File: src/core/ssm_pkg.sv
// Shared constants and types for the synchronous serial master
package ssm_pkg;

	// Register byte addresses, one aligned word each
	localparam int          ADDR_W       = 6;
	localparam logic [5:0]  OFS_FLAGS    = 6'h00;
	localparam logic [5:0]  OFS_ENABLES  = 6'h04;
	localparam logic [5:0]  OFS_PRIORITY = 6'h08;
	localparam logic [5:0]  OFS_RX_STAT  = 6'h0C;
	localparam logic [5:0]  OFS_TX_HOLD  = 6'h10;
	localparam logic [5:0]  OFS_TX_STAT  = 6'h14;
	localparam logic [5:0]  OFS_BAUD_CTL = 6'h18;
	localparam logic [5:0]  OFS_DIV_HI   = 6'h1C;
	localparam logic [5:0]  OFS_DIV_LO   = 6'h20;
	localparam logic [5:0]  OFS_RX_BUF   = 6'h24;
	localparam logic [5:0]  OFS_IRQ_CTL  = 6'h28;

	// Field positions
	localparam int BIT_TX_FLAG     = 4;
	localparam int BIT_RX_FLAG     = 5;
	localparam int BIT_TX_IE       = 4;
	localparam int BIT_RX_IE       = 5;
	localparam int BIT_CLK_SRC     = 7;
	localparam int BIT_TX_NINE     = 6;
	localparam int BIT_TX_EN       = 5;
	localparam int BIT_SYNC        = 4;
	localparam int BIT_SHIFT_EMPTY = 1;
	localparam int BIT_TX_NINTH    = 0;
	localparam int BIT_PORT_EN     = 7;
	localparam int BIT_RX_NINE     = 6;
	localparam int BIT_SINGLE_RX   = 5;
	localparam int BIT_CONT_RX     = 4;
	localparam int BIT_OVERRUN     = 1;
	localparam int BIT_RX_NINTH    = 0;
	localparam int BIT_RX_IDLE     = 6;
	localparam int BIT_DATA_POL    = 5;
	localparam int BIT_CLK_POL     = 4;
	localparam int BIT_WIDE_DIV    = 3;
	localparam int BIT_GLOBAL_IE   = 7;
	localparam int BIT_PERIPH_IE   = 6;

	// Reset values and word lengths
	localparam logic [7:0]  RESET_BYTE = 8'h00;
	localparam logic [3:0]  BITS_EIGHT = 4'h8;
	localparam logic [3:0]  BITS_NINE  = 4'h9;

	// Software-programmed control bits
	typedef struct packed {
		logic       clk_src;
		logic       tx_nine;
		logic       tx_en;
		logic       sync_mode;
		logic       tx_ninth;
		logic       port_en;
		logic       rx_nine;
		logic       single_rx;
		logic       cont_rx;
		logic       data_pol;
		logic       clk_pol;
		logic       wide_div;
		logic       tx_ie;
		logic       rx_ie;
		logic       global_ie;
		logic       periph_ie;
		logic [7:0] priority_bits;
		logic [7:0] div_hi;
		logic [7:0] div_lo;
	} ssm_cfg_t;

	// Shift engine states
	typedef enum logic [1:0] {
		ST_IDLE,
		ST_TX_LOAD,
		ST_TX_SHIFT,
		ST_RX_SHIFT
	} ssm_state_t;

endpackage

File: src/core/ssm_sync2.sv
// Two-flop synchroniser for a pin input
`timescale 1ns/1ps
module ssm_sync2 (
	input  wire logic clk_in,
	input  wire logic reset_n_in,
	input  wire logic async_in,
	output logic      sync_out
);
	logic meta_reg;

	// First flop feeds only the second
	always_ff @(posedge clk_in or negedge reset_n_in) begin
		if (!reset_n_in) begin
			meta_reg <= 1'b0;
			sync_out <= 1'b0;
		end else begin
			meta_reg <= async_in;
			sync_out <= meta_reg;
		end
	end
endmodule // ssm_sync2

File: src/core/ssm_baud_gen.sv
// Divisor-driven tick generator for the shift clock
`timescale 1ns/1ps
module ssm_baud_gen (
	input  wire logic        clk_in,
	input  wire logic        reset_n_in,
	input  wire logic        run_in,
	input  wire logic        wide_in,
	input  wire logic [15:0] divisor_in,
	output logic             tick_out
);
	logic [15:0] count_reg;
	logic [15:0] limit;

	// Narrow mode uses the low byte only
	assign limit = wide_in ? divisor_in : {8'h00, divisor_in[7:0]};

	// Tick every limit+1 clocks; idle preloads one spent clock so the
	// registered tick does not stretch the first half-bit of a word
	always_ff @(posedge clk_in or negedge reset_n_in) begin
		if (!reset_n_in) begin
			count_reg <= 16'h0000;
			tick_out  <= 1'b0;
		end else if (!run_in) begin
			count_reg <= 16'h0001;
			tick_out  <= (limit == 16'h0000);
		end else if (count_reg >= limit) begin
			count_reg <= 16'h0000;
			tick_out  <= 1'b1;
		end else begin
			count_reg <= count_reg + 16'h0001;
			tick_out  <= 1'b0;
		end
	end
endmodule // ssm_baud_gen

File: src/core/ssm_master.sv
// Synchronous serial master: registers, shift engine and pins
//
// How it works
// - Reload shift register only after last bit
// - One-cycle transfer empties buffer, sets flag
// - Transmit flag ignores enable; enable gates request
// - Only holding-buffer writes clear transmit flag
// - Read-only shift-empty status, no interrupt
// - Shift register has no register address
// - Polarity bits invert clock and data pins
// - Nine-bit mode shifts out the ninth bit
// - Either receive enable starts reception
// - Receive data sampled at clock return edge
// - Single enable receives one word, stops
// - Continuous enable keeps receiving until cleared
// - Continuous wins when both enables set
// - Receive flag on completion; enable gates request
// - Status holds ninth bit, overrun; buffer data
// - Clearing continuous enable clears latched error
// - Half-duplex: one direction at a time
// - Master drives the shift clock line
// - Polarity bits set idle line levels
`timescale 1ns/1ps
module ssm_master
	import ssm_pkg::*;
(
	input  wire logic              clk_in,
	input  wire logic              reset_n_in,
	input  wire logic [ADDR_W-1:0] avs_address_in,
	input  wire logic              avs_read_in,
	input  wire logic              avs_write_in,
	input  wire logic [31:0]       avs_writedata_in,
	input  wire logic [3:0]        avs_byteenable_in,
	output logic [31:0]            avs_readdata_out,
	output logic                   avs_waitrequest_out,
	output logic                   irq_request_out,
	output logic                   shift_clock_line_out,
	output logic                   shift_clock_line_oe_out,
	input  wire logic              serial_data_line_in,
	output logic                   serial_data_line_out,
	output logic                   serial_data_line_oe_out
);
	ssm_cfg_t   cfg_reg;
	ssm_state_t state_reg;
	logic       ack_reg;
	logic       wr_go;
	logic       rd_go;
	logic [7:0] wbyte;
	logic [7:0] rd_byte;
	logic [7:0] hold_reg;
	logic       hold_full_reg;
	logic [8:0] transmit_shift_reg;
	logic [8:0] rx_shift_reg;
	logic [8:0] rx_nxt;
	logic [7:0] rx_buf_reg;
	logic       rx_ninth_reg;
	logic       rx_flag_reg;
	logic       overrun_reg;
	logic [3:0] bit_cnt_reg;
	logic [3:0] word_bits;
	logic       phase_reg;
	logic       tick;
	logic       data_sync;
	logic       port_ok;
	logic       rx_req;
	logic       shifting;
	logic       bit_end;
	logic       word_end;
	logic       rx_done;
	logic       single_done;
	logic       tx_flag;

	// Bus handshake: one wait cycle, then the request is taken
	assign avs_waitrequest_out = (avs_read_in | avs_write_in) & ~ack_reg;
	assign wr_go = avs_write_in & ack_reg & avs_byteenable_in[0];
	assign rd_go = avs_read_in & ack_reg;
	assign wbyte = avs_writedata_in[7:0];

	// Port usable only as an enabled synchronous master
	assign port_ok  = cfg_reg.port_en & cfg_reg.sync_mode & cfg_reg.clk_src;
	assign rx_req   = cfg_reg.single_rx | cfg_reg.cont_rx;
	assign shifting = (state_reg == ST_TX_SHIFT) |
	                  (state_reg == ST_RX_SHIFT);
	assign tx_flag  = ~hold_full_reg;

	// Word length and bit boundaries
	assign word_bits = (state_reg == ST_RX_SHIFT) ?
	                   (cfg_reg.rx_nine ? BITS_NINE : BITS_EIGHT) :
	                   (cfg_reg.tx_nine ? BITS_NINE : BITS_EIGHT);
	assign bit_end  = shifting & tick & phase_reg;
	assign word_end = bit_end & (bit_cnt_reg == word_bits - 4'h1);
	assign rx_done  = word_end & (state_reg == ST_RX_SHIFT);
	// Hardware drops the single request unless continuous overrides
	assign single_done = rx_done & ~cfg_reg.cont_rx;

	// Bit assembled from the synchronised, polarity-corrected pin
	assign rx_nxt = {data_sync ^ cfg_reg.data_pol, rx_shift_reg[8:1]};

	ssm_sync2 u_data_sync (
		.clk_in     (clk_in),
		.reset_n_in (reset_n_in),
		.async_in   (serial_data_line_in),
		.sync_out   (data_sync)
	);

	// Half-bit ticks; counter restarts at each transmitted word, not between continuous receive words
	ssm_baud_gen u_baud (
		.clk_in     (clk_in),
		.reset_n_in (reset_n_in),
		.run_in     (shifting),
		.wide_in    (cfg_reg.wide_div),
		.divisor_in ({cfg_reg.div_hi, cfg_reg.div_lo}),
		.tick_out   (tick)
	);

	// Acknowledge toggles so every request waits exactly one cycle
	always_ff @(posedge clk_in or negedge reset_n_in) begin
		if (!reset_n_in) begin
			ack_reg <= 1'b0;
		end else begin
			ack_reg <= (avs_read_in | avs_write_in) & ~ack_reg;
		end
	end

	// Read mux; the shift register has no address at all
	always_comb begin
		rd_byte = RESET_BYTE;
		if (avs_address_in == OFS_FLAGS) begin
			rd_byte[BIT_RX_FLAG] = rx_flag_reg;
			rd_byte[BIT_TX_FLAG] = tx_flag;
		end else if (avs_address_in == OFS_ENABLES) begin
			rd_byte[BIT_RX_IE] = cfg_reg.rx_ie;
			rd_byte[BIT_TX_IE] = cfg_reg.tx_ie;
		end else if (avs_address_in == OFS_PRIORITY) begin
			rd_byte = cfg_reg.priority_bits;
		end else if (avs_address_in == OFS_RX_STAT) begin
			rd_byte[BIT_PORT_EN]   = cfg_reg.port_en;
			rd_byte[BIT_RX_NINE]   = cfg_reg.rx_nine;
			rd_byte[BIT_SINGLE_RX] = cfg_reg.single_rx;
			rd_byte[BIT_CONT_RX]   = cfg_reg.cont_rx;
			rd_byte[BIT_OVERRUN]   = overrun_reg;
			rd_byte[BIT_RX_NINTH]  = rx_ninth_reg;
		end else if (avs_address_in == OFS_TX_HOLD) begin
			rd_byte = hold_reg;
		end else if (avs_address_in == OFS_TX_STAT) begin
			rd_byte[BIT_CLK_SRC]     = cfg_reg.clk_src;
			rd_byte[BIT_TX_NINE]     = cfg_reg.tx_nine;
			rd_byte[BIT_TX_EN]       = cfg_reg.tx_en;
			rd_byte[BIT_SYNC]        = cfg_reg.sync_mode;
			rd_byte[BIT_SHIFT_EMPTY] = ~((state_reg == ST_TX_SHIFT) |
			                   (state_reg == ST_TX_LOAD));
			rd_byte[BIT_TX_NINTH]    = cfg_reg.tx_ninth;
		end else if (avs_address_in == OFS_BAUD_CTL) begin
			rd_byte[BIT_RX_IDLE]  = (state_reg != ST_RX_SHIFT);
			rd_byte[BIT_DATA_POL] = cfg_reg.data_pol;
			rd_byte[BIT_CLK_POL]  = cfg_reg.clk_pol;
			rd_byte[BIT_WIDE_DIV] = cfg_reg.wide_div;
		end else if (avs_address_in == OFS_DIV_HI) begin
			rd_byte = cfg_reg.div_hi;
		end else if (avs_address_in == OFS_DIV_LO) begin
			rd_byte = cfg_reg.div_lo;
		end else if (avs_address_in == OFS_RX_BUF) begin
			rd_byte = rx_buf_reg;
		end else if (avs_address_in == OFS_IRQ_CTL) begin
			rd_byte[BIT_GLOBAL_IE] = cfg_reg.global_ie;
			rd_byte[BIT_PERIPH_IE] = cfg_reg.periph_ie;
		end
	end

	// Read data captured in the wait cycle, stands at the taking edge
	always_ff @(posedge clk_in or negedge reset_n_in) begin
		if (!reset_n_in) begin
			avs_readdata_out <= 32'h0000_0000;
		end else if (avs_read_in & ~ack_reg) begin
			avs_readdata_out <= {24'h00_0000, rd_byte};
		end
	end

	// Control bits; flag register writes are ignored entirely
	always_ff @(posedge clk_in or negedge reset_n_in) begin
		if (!reset_n_in) begin
			cfg_reg <= '0;
		end else begin
			if (wr_go && avs_address_in == OFS_ENABLES) begin
				cfg_reg.rx_ie <= wbyte[BIT_RX_IE];
				cfg_reg.tx_ie <= wbyte[BIT_TX_IE];
			end else if (wr_go && avs_address_in == OFS_PRIORITY) begin
				cfg_reg.priority_bits <= wbyte;
			end else if (wr_go && avs_address_in == OFS_RX_STAT) begin
				cfg_reg.port_en   <= wbyte[BIT_PORT_EN];
				cfg_reg.rx_nine   <= wbyte[BIT_RX_NINE];
				cfg_reg.single_rx <= wbyte[BIT_SINGLE_RX];
				cfg_reg.cont_rx   <= wbyte[BIT_CONT_RX];
			end else if (wr_go && avs_address_in == OFS_TX_STAT) begin
				cfg_reg.clk_src   <= wbyte[BIT_CLK_SRC];
				cfg_reg.tx_nine   <= wbyte[BIT_TX_NINE];
				cfg_reg.tx_en     <= wbyte[BIT_TX_EN];
				cfg_reg.sync_mode <= wbyte[BIT_SYNC];
				cfg_reg.tx_ninth  <= wbyte[BIT_TX_NINTH];
			end else if (wr_go && avs_address_in == OFS_BAUD_CTL) begin
				cfg_reg.data_pol <= wbyte[BIT_DATA_POL];
				cfg_reg.clk_pol  <= wbyte[BIT_CLK_POL];
				cfg_reg.wide_div <= wbyte[BIT_WIDE_DIV];
			end else if (wr_go && avs_address_in == OFS_DIV_HI) begin
				cfg_reg.div_hi <= wbyte;
			end else if (wr_go && avs_address_in == OFS_DIV_LO) begin
				cfg_reg.div_lo <= wbyte;
			end else if (wr_go && avs_address_in == OFS_IRQ_CTL) begin
				cfg_reg.global_ie <= wbyte[BIT_GLOBAL_IE];
				cfg_reg.periph_ie <= wbyte[BIT_PERIPH_IE];
			end
			// Hardware clear of the single request wins over a write
			if (single_done) begin
				cfg_reg.single_rx <= 1'b0;
			end
		end
	end

	// Holding buffer; a write marks it full and drops the flag
	always_ff @(posedge clk_in or negedge reset_n_in) begin
		if (!reset_n_in) begin
			hold_reg      <= RESET_BYTE;
			hold_full_reg <= 1'b0;
		end else if (wr_go && avs_address_in == OFS_TX_HOLD) begin
			hold_reg      <= wbyte;
			hold_full_reg <= 1'b1;
		end else if (state_reg == ST_TX_LOAD) begin
			hold_full_reg <= 1'b0;
		end
	end

	// Shift engine; one direction at a time
	always_ff @(posedge clk_in or negedge reset_n_in) begin
		if (!reset_n_in) begin
			state_reg <= ST_IDLE;
		end else if (!port_ok) begin
			state_reg <= ST_IDLE;
		end else begin
			case (state_reg)
			ST_IDLE: begin
				// Receive requests take the line first when idle
				if (rx_req) begin
					state_reg <= ST_RX_SHIFT;
				end else if (cfg_reg.tx_en && hold_full_reg) begin
					state_reg <= ST_TX_LOAD;
				end
			end
			ST_TX_LOAD: begin
				state_reg <= ST_TX_SHIFT;
			end
			ST_TX_SHIFT: begin
				if (!cfg_reg.tx_en) begin
					state_reg <= ST_IDLE;
				end else if (word_end) begin
					// Next word only once the last bit is out
					state_reg <= hold_full_reg ? ST_TX_LOAD
					                           : ST_IDLE;
				end
			end
			ST_RX_SHIFT: begin
				if (!rx_req) begin
					state_reg <= ST_IDLE;
				end else if (rx_done && !cfg_reg.cont_rx) begin
					state_reg <= ST_IDLE;
				end
			end
			default: begin
				state_reg <= ST_IDLE;
			end
			endcase
		end
	end

	// Bit counter and half-bit phase; phase 0 is the active half
	always_ff @(posedge clk_in or negedge reset_n_in) begin
		if (!reset_n_in) begin
			bit_cnt_reg <= 4'h0;
			phase_reg   <= 1'b0;
		end else if (!shifting) begin
			bit_cnt_reg <= 4'h0;
			phase_reg   <= 1'b0;
		end else if (tick) begin
			phase_reg <= ~phase_reg;
			if (word_end) begin
				bit_cnt_reg <= 4'h0;
			end else if (phase_reg) begin
				bit_cnt_reg <= bit_cnt_reg + 4'h1;
			end
		end
	end

	// Transmit shift register, LSB first, ninth bit on top
	always_ff @(posedge clk_in or negedge reset_n_in) begin
		if (!reset_n_in) begin
			transmit_shift_reg <= 9'h000;
		end else if (state_reg == ST_TX_LOAD) begin
			transmit_shift_reg <= {cfg_reg.tx_ninth, hold_reg};
		end else if (bit_end && state_reg == ST_TX_SHIFT) begin
			transmit_shift_reg <= {1'b0, transmit_shift_reg[8:1]};
		end
	end

	// Sample as the clock returns to idle, end of the active half
	always_ff @(posedge clk_in or negedge reset_n_in) begin
		if (!reset_n_in) begin
			rx_shift_reg <= 9'h000;
		end else if (state_reg != ST_RX_SHIFT) begin
			rx_shift_reg <= 9'h000;
		end else if (tick && !phase_reg) begin
			rx_shift_reg <= rx_nxt;
		end
	end

	// Received word, ninth bit and overrun
	always_ff @(posedge clk_in or negedge reset_n_in) begin
		if (!reset_n_in) begin
			rx_buf_reg   <= RESET_BYTE;
			rx_ninth_reg <= 1'b0;
			overrun_reg  <= 1'b0;
		end else begin
			if (wr_go && avs_address_in == OFS_RX_STAT &&
			    !wbyte[BIT_CONT_RX]) begin
				overrun_reg <= 1'b0;
			end
			// An unread word is kept; the new one is dropped
			if (rx_done && rx_flag_reg) begin
				overrun_reg <= 1'b1;
			end else if (rx_done) begin
				rx_buf_reg   <= cfg_reg.rx_nine ? rx_shift_reg[7:0]
				                                : rx_shift_reg[8:1];
				rx_ninth_reg <= cfg_reg.rx_nine & rx_shift_reg[8];
			end
		end
	end

	// Receive flag: set by a completed word, cleared by buffer read
	always_ff @(posedge clk_in or negedge reset_n_in) begin
		if (!reset_n_in) begin
			rx_flag_reg <= 1'b0;
		end else if (rx_done) begin
			rx_flag_reg <= 1'b1;
		end else if (rd_go && avs_address_in == OFS_RX_BUF) begin
			rx_flag_reg <= 1'b0;
		end
	end

	// Request gated by enables; flags themselves are never gated
	always_ff @(posedge clk_in or negedge reset_n_in) begin
		if (!reset_n_in) begin
			irq_request_out <= 1'b0;
		end else begin
			irq_request_out <= cfg_reg.global_ie & cfg_reg.periph_ie &
			                   ((tx_flag & cfg_reg.tx_ie) |
			                    (rx_flag_reg & cfg_reg.rx_ie));
		end
	end

	// Pin drive; idle levels follow the polarity bits
	always_ff @(posedge clk_in or negedge reset_n_in) begin
		if (!reset_n_in) begin
			shift_clock_line_out    <= 1'b0;
			shift_clock_line_oe_out <= 1'b0;
			serial_data_line_out    <= 1'b0;
			serial_data_line_oe_out <= 1'b0;
		end else begin
			shift_clock_line_oe_out <= port_ok;
			shift_clock_line_out    <= (shifting & ~phase_reg) ^
			                           cfg_reg.clk_pol;
			serial_data_line_out    <=
				((state_reg == ST_TX_SHIFT) & transmit_shift_reg[0]) ^
				cfg_reg.data_pol;
			// Data line released while receiving
			serial_data_line_oe_out <= port_ok & cfg_reg.tx_en &
			                           (state_reg != ST_RX_SHIFT);
		end
	end
endmodule // ssm_master

File: config.mk
export PLATFORM = sky130hd
export DESIGN_NAME = ssm_master
export DESIGN_NICKNAME = d
export VERILOG_FILES = /design/src/core/ssm_pkg.sv /design/src/core/ssm_sync2.sv /design/src/core/ssm_baud_gen.sv /design/src/core/ssm_master.sv
export SDC_FILE = /design/constraint.sdc
export NUM_CORES = 1
export LEC_CHECK = 0
export BUFFER_PORTS_ARGS = -buffer_cell sky130_fd_sc_hd__buf_2
export CAP_MARGIN = 20
export CORE_UTILIZATION = 37
export CTS_CLUSTER_SIZE = 10
export DETAILED_ROUTE_END_ITERATION = 6
export GPL_TIMING_DRIVEN = 0
export PLACE_DENSITY = 0.59
export SLEW_MARGIN = 20
export SYNTH_ARGS = -nofsm -noshare
export SYNTH_HDL_FRONTEND = slang
export SYNTH_HIERARCHICAL = 1
export SYNTH_SLANG_ARGS = --single-unit
File: constraint.sdc
create_clock -name clk_in -period 2.2 [get_ports clk_in]
set_input_delay 0.33 -clock clk_in [delete_from_list [all_inputs] [get_ports clk_in]]
set_output_delay 0.33 -clock clk_in [all_outputs]
set_load 0.05 [all_outputs]
======== After elaboration in Yosys (flattened, before gate mapping) ========
Cells that the tools add are included.
word-level totals
  flip-flop bits (word level) ............. 118
  latch bits .............................. 0
  memory bits (writable) .................. 0
  memory bits (read-only) ................. 0
  bits of input ports ..................... 47
  output and inout port bits .............. 38
  word-level logic and storage cells ...... 218
  memories kept ........................... 0
cells by class
  $add $sub $neg .......................... 3
  multipliers ............................. 0
  div/mod/pow operators ................... 0
  $lt $le $gt $ge ......................... 1
  equal/unequal tests ..................... 22
  shifts and indexed selects .............. 0
  multiplexer cells ....................... 70
  bitwise logic cells ..................... 42
  reductions and logical operators ........ 39
operators with widths
  operator                 number
  $mux W8                  12
  $mux W16                 3
  $mux W2                  18
  $mux W4                  9
  $mux W9                  4
  $eq A6 B5 Y1 const B     4
  $and A1 B1 Y1            21
  $eq A6 B6 Y1 const B     3
  $add A16 B1 Y16 const B  1
  $ge A16 B16 Y1           1
  $logic_and A1 B1 Y1      16
  $logic_not A16 Y1        1
  $mux W1                  16
  $not A1 Y1               13
  $eq A6 B4 Y1 const B     2
  $mux W3                  4
  $reduce_bool A2 Y1       6
  $mux W5                  2
  $reduce_and A3 Y1        3
  $ne A4 B4 Y1 const B     2
  $pmux W2 S4              1
  $reduce_and A8 Y1        1
  $reduce_and A7 Y1        1
  $eq A6 B3 Y1 const B     1
  19 further kinds         32

======== Longest topological paths before layout ========
  depth in word-level cells ............... 19
  mapped depth ............................ 9
  gate-level depth less buffers ........... 7

======== By module ========
The synthesis kept the hierarchy.
by module, submodules not included
  module        instances  cells each  area an instance (sq um)  seq. area each (sq um)
  ssm_master    1          495         5091.1                    2477.4
  ssm_baud_gen  1          132         1256.2                    425.4
  ssm_sync2     1          2           50.0                      50.0

======== Least setup slack after synthesis ========
OpenSTA, ideal clock, no wires.
  path kind ............................... reg2reg
  start ................................... register cfg_reg[28] (netlist bit)
  end ..................................... register u_baud.count_reg[7]
  setup time .............................. 69 ps
  arrival time ............................ 2144 ps
  required time ........................... 2131 ps
  setup slack ............................. -13 ps
  cell stages (with the launch flop) ...... 10
  buffers on the path ..................... 2
  period minus slack after synthesis ...... 2213 ps
  cells stage by stage .................... dfrtp_1 > clkbuf_1 > nand2_1 > ha_1 > a21o_1 > a21o_1 > a2111oi_4 > nand4_4 > buf_6 > nor2_2
on the way
  longest elaborated chain between the ends .. 4
ends and longest elaborated chain
  what                  RTL line            RTL
  from (decl)           ssm_master.sv:43    ssm_cfg_t cfg_reg;
  $mux W16              ssm_baud_gen.sv:15  assign limit = wide_in ? divisor_in : {8'h00, divisor_in[7:0]};
  $ge A16 B16 Y1        ssm_baud_gen.sv:26  end else if (count_reg >= limit) begin
  $mux W16              ssm_baud_gen.sv:26
  $mux W16              ssm_baud_gen.sv:23  end else if (!run_in) begin
  to (signal assigned)  ssm_baud_gen.sv:30  count_reg <= count_reg + 16'h0001;
  to (decl)             ssm_baud_gen.sv:11  logic [15:0] count_reg;
No other way between the ends.
A chain may end at the register's enable or synchronous reset.

======== Worst setup path after layout ========
  start ................................... register cfg_reg[28] (netlist bit)
  end ..................................... register u_baud.tick_out
on the way
  longest elaborated chain between the ends .. 4
  elaborated cells between the ends (all ways) .. 5
  those cells by class .................... 1 x order compare; 3 x mux; 1 x reduce/logical
ends and longest elaborated chain
  what                  RTL line            RTL
  $mux W16 *            ssm_baud_gen.sv:15
  $ge A16 B16 Y1        ssm_baud_gen.sv:26
  $mux W1               ssm_baud_gen.sv:26
  $mux W1 *             ssm_baud_gen.sv:23
  to (signal assigned)  ssm_baud_gen.sv:25  tick_out <= (limit == 16'h0000);
  to (decl)             ssm_baud_gen.sv:9   output logic tick_out
Every way passes the cells marked *; elsewhere a longest branch is shown, timed or not.

==> key figures <==
Yosys
  • Area fraction of the dominant cell type after synthesis: 46.2%
  • Top cell types by occurrence after synthesis: dfrtp_1, nand2_1, mux2_2
  • Post-synth EDFFs: 0
  • Count leader, synth: dfrtp_1
  • Area leader, netlist: dfrtp_1
  • Register area share after synthesis: 46.2%
  • Synth area leaders: dfrtp_1, mux2_2, nand2_1
  • Synth Flop Type: dfrtp_1
  • Area of the mapped netlist: 6400 um^2
  • Synth Warn #: 6
  • Ys async rst share: 100%
  • FF+latch count, synth: 118
  • Distinct cells, synth: 60
  • Syn_area_per_cell: 10.2 um^2
  • Post-synthesis instance total: 629

Worst setup path
  • Reg-to-reg endpoint: u_baud/tick_out
  • Worst Setup SP: cfg_reg[28]
  • Worst path buffer plus inverter count: 1
  • Worst path depth: 8
  • Crit path required time: 2.48 ns
  • CP most frequent cell: a21o_1
  • R2R depth: 8
  • Worst Path Max Fanout: 6
  • Crit start category: flop
  • Worst Setup EP: u_baud/tick_out
  • Reg-to-reg startpoint: cfg_reg[28]
  • Crit end category: flop
  • Slowest stage delay, CP: 0.43 ns
  • Cells along the critical path: buf_8, nand2_4, ha_4, a21o_1, a21o_1, a2111oi_4, nand3_1, a32o_2
  • Delay-heaviest family, CP: compound AO/OA/AOI/OAI gates
  • Crit-path slowest cell: a2111oi_4
  • Reg2Reg Setup Slack: 0.05 ns
  • WP data arrival: 2.43 ns
  • Critical path class: flop to flop

Die
  • Starting Density: 38.2%
  • Die Span X: 133 um
  • Die Area: 17800 um^2
  • Die height: 133 um
  • Core area: 16800 um^2
  • Num rows: 47
  • Top-Level Pins: 85

Routing
  • Wire length per cell: 17.6 um
  • DR vias/cell: 5.26
  • Initial drt markers: 308
  • Vias post-DR: 4960
  • Overall routed net length: 16600 um
  • DRT Pass-1 Iters: 5
  • Residual DRC: 0
  • Post-DRT Antenna Nets: 0

Timing
  • Fin crit period: 2.15 ns
  • Final Hold Fails: 0
  • RSZ-0062 raised after global routing: true
  • Post-route clock period utilization: 97.5%
  • Fin Clk Skew: 0.00866 ns
  • Setup violators final: 0
  • Slew headroom: 43.1%
  • Post-Route Setup TNS: 0 ns
  • F_max: 466 MHz
  • Slew @ Worst Pin: 0.845 ns
  • Fin. max-slew vios: 0

Worst hold path
  • Worst min path class: input port to flop
  • Min-delay src: serial_data_line_in

CTS
  • Clk buf depth: 2
  • Cts bufs inserted: 17
  • CTS tree: built
  • H-tree depth: 4
  • Clock Latency Late Sink: 0.41 ns
  • Root buf cell: clkbuf_16
  • Worst-path clk slew: 0.05 ns
  • Clock Sinks: 118

Power
  • Net Switching: 1470 uW
  • Register share of total power: 40.3%
  • Power per cell area: 747 nW/um^2
  • Clk pwr share: 48.5%
  • Combinational share of power: 11.2%
  • Pleak: 0.00362 uW
  • Internal power: 4300 uW
  • Sw Share: 25.4%
  • VDD IR-drop max: 0.531 mV

Global route
  • Gr ovfl total: 0
  • Antenna violations before repair: 0
  • First-pass GRT wire length: 27000 um
  • Vias in the first global route: 4955
  • Largest net degree at the start of global routing: 61
  • GRT Resource Usage Total: 19.9%

Outcome
  • Outcome: finished, final reports clean

Placement
  • Post-DP HPWL: 12200 um
  • PortBufs: 33
  • Placed Area: 6960 um^2
  • Inst Count DP: 906
  • Final GP Congestion: 0.923

Cells and area
  • Utilization after layout: 46.1%
  • Final std cells w/o fill: 943
  • Final Cell Area: 7730 um^2
  • Nets@finish: 781
  • Synth-to-layout area growth: 20.8%
  • Number of flip-flops in the largest register: 40
  • Share of layout cells above drive strength 1: 25.6%
  • Fillers: 1566
  • N_diodes: 0

Run
  • Max-cap viol count: 0
[area by class of cell]
type | instances | area, um^2 | share of cell area [%]
timing repair buffer | 43 | 273 | 3.53
multi-input combinational | 464 | 3260 | 42.2
buffer | 46 | 285 | 3.69
clock inverter | 8 | 124 | 1.60
tap | 220 | 275 | 3.56
inverter | 22 | 82.6 | 1.07
clock buffer | 22 | 474 | 6.14
sequential | 118 | 2960 | 38.2
[logic make-up after synthesis]
logic type               count (synthesis)  synth area share, %
adder cells (fa/ha/maj)                 22                 4.30
multiplexers                            75                 12.7
buffers and inverters                   70                 5.67
AO/OA/AOI/OAI                          118                 11.8
AND/OR/NAND/NOR                        206                 16.8
flip-flops                             118                 46.2
XOR/XNOR                                19                 2.60
other                                    1               0.0586
[power by group through the flow]
stage	clock [uW]	sequential, uW	combinational, uW
final	2800	2320	648
after global routing	2960	2330	701
after CTS	2860	2320	639
after detailed placement	0	2360	624
after global placement	0	2360	608
after floorplan	0	2390	380
[worst min-delay path by stage]
stage / slack (ns) / end / depth (start not counted)
final: 0.02 / u_data_sync/meta_reg / 1
after global routing: 0.02 / u_data_sync/meta_reg / 1
after CTS: 0.007 / u_data_sync/meta_reg / 1
after detailed placement: 0.34 / u_data_sync/sync_out / 0
after global placement: 0.33 / u_data_sync/sync_out / 0
after floorplan: 0.03 / ack_reg / 0
[metrics by stage]
stage	worst slack, ns	total power (uW)	hold WS (ns)
floorplan	0.0783	2770	0.0344
global placement	-0.620	2970	0.332
detailed placement	-0.248	2980	0.337
CTS	0.0183	5820	0.00655
global route	-0.0191	5990	0.0169
finish	0.0545	5770	0.0239
[layout by cell type (no fill, tap or decap), types with 12 or more instances in the layout]
cell type / n
a21oi_1: 24
buf_2: 34
buf_4: 31
clkbuf_1: 16
clkbuf_16: 17
conb_1: 24
dfrtp_1: 116
ha_1: 16
inv_1: 22
mux2_2: 48
mux2i_1: 27
nand2_1: 77
nand3_1: 20
nor2_1: 25
nor2_2: 12
nor3_1: 13
o21ai_0: 40
xor2_1: 13
[worst register-to-register path: stages, from the launching register on]
cell and delay [ns]:
dfrtp_1 0.40, buf_8 0.15, nand2_4 0.06, ha_4 0.19, a21o_1 0.15, a21o_1 0.18
a2111oi_4 0.43, nand3_1 0.17, a32o_2 0.28
[what timing repair did]
action	4_1_cts	5_1_grt
endpoints found under the setup margin	19	28
gates resized for setup	5	21
pin swaps	3	10
hold buffers	1	0
hold endpoints to repair	59	0
setup buffers	4	4
[per-layer routing]
metal | track usage, % | wire, um
met3 | 4.26 | 900
met5 | 0 | 0
met4 | 7.07 | 270
met1 | 27.2 | 7740
met2 | 31.3 | 7720
Note: power is estimated with default switching activity, not from simulation.
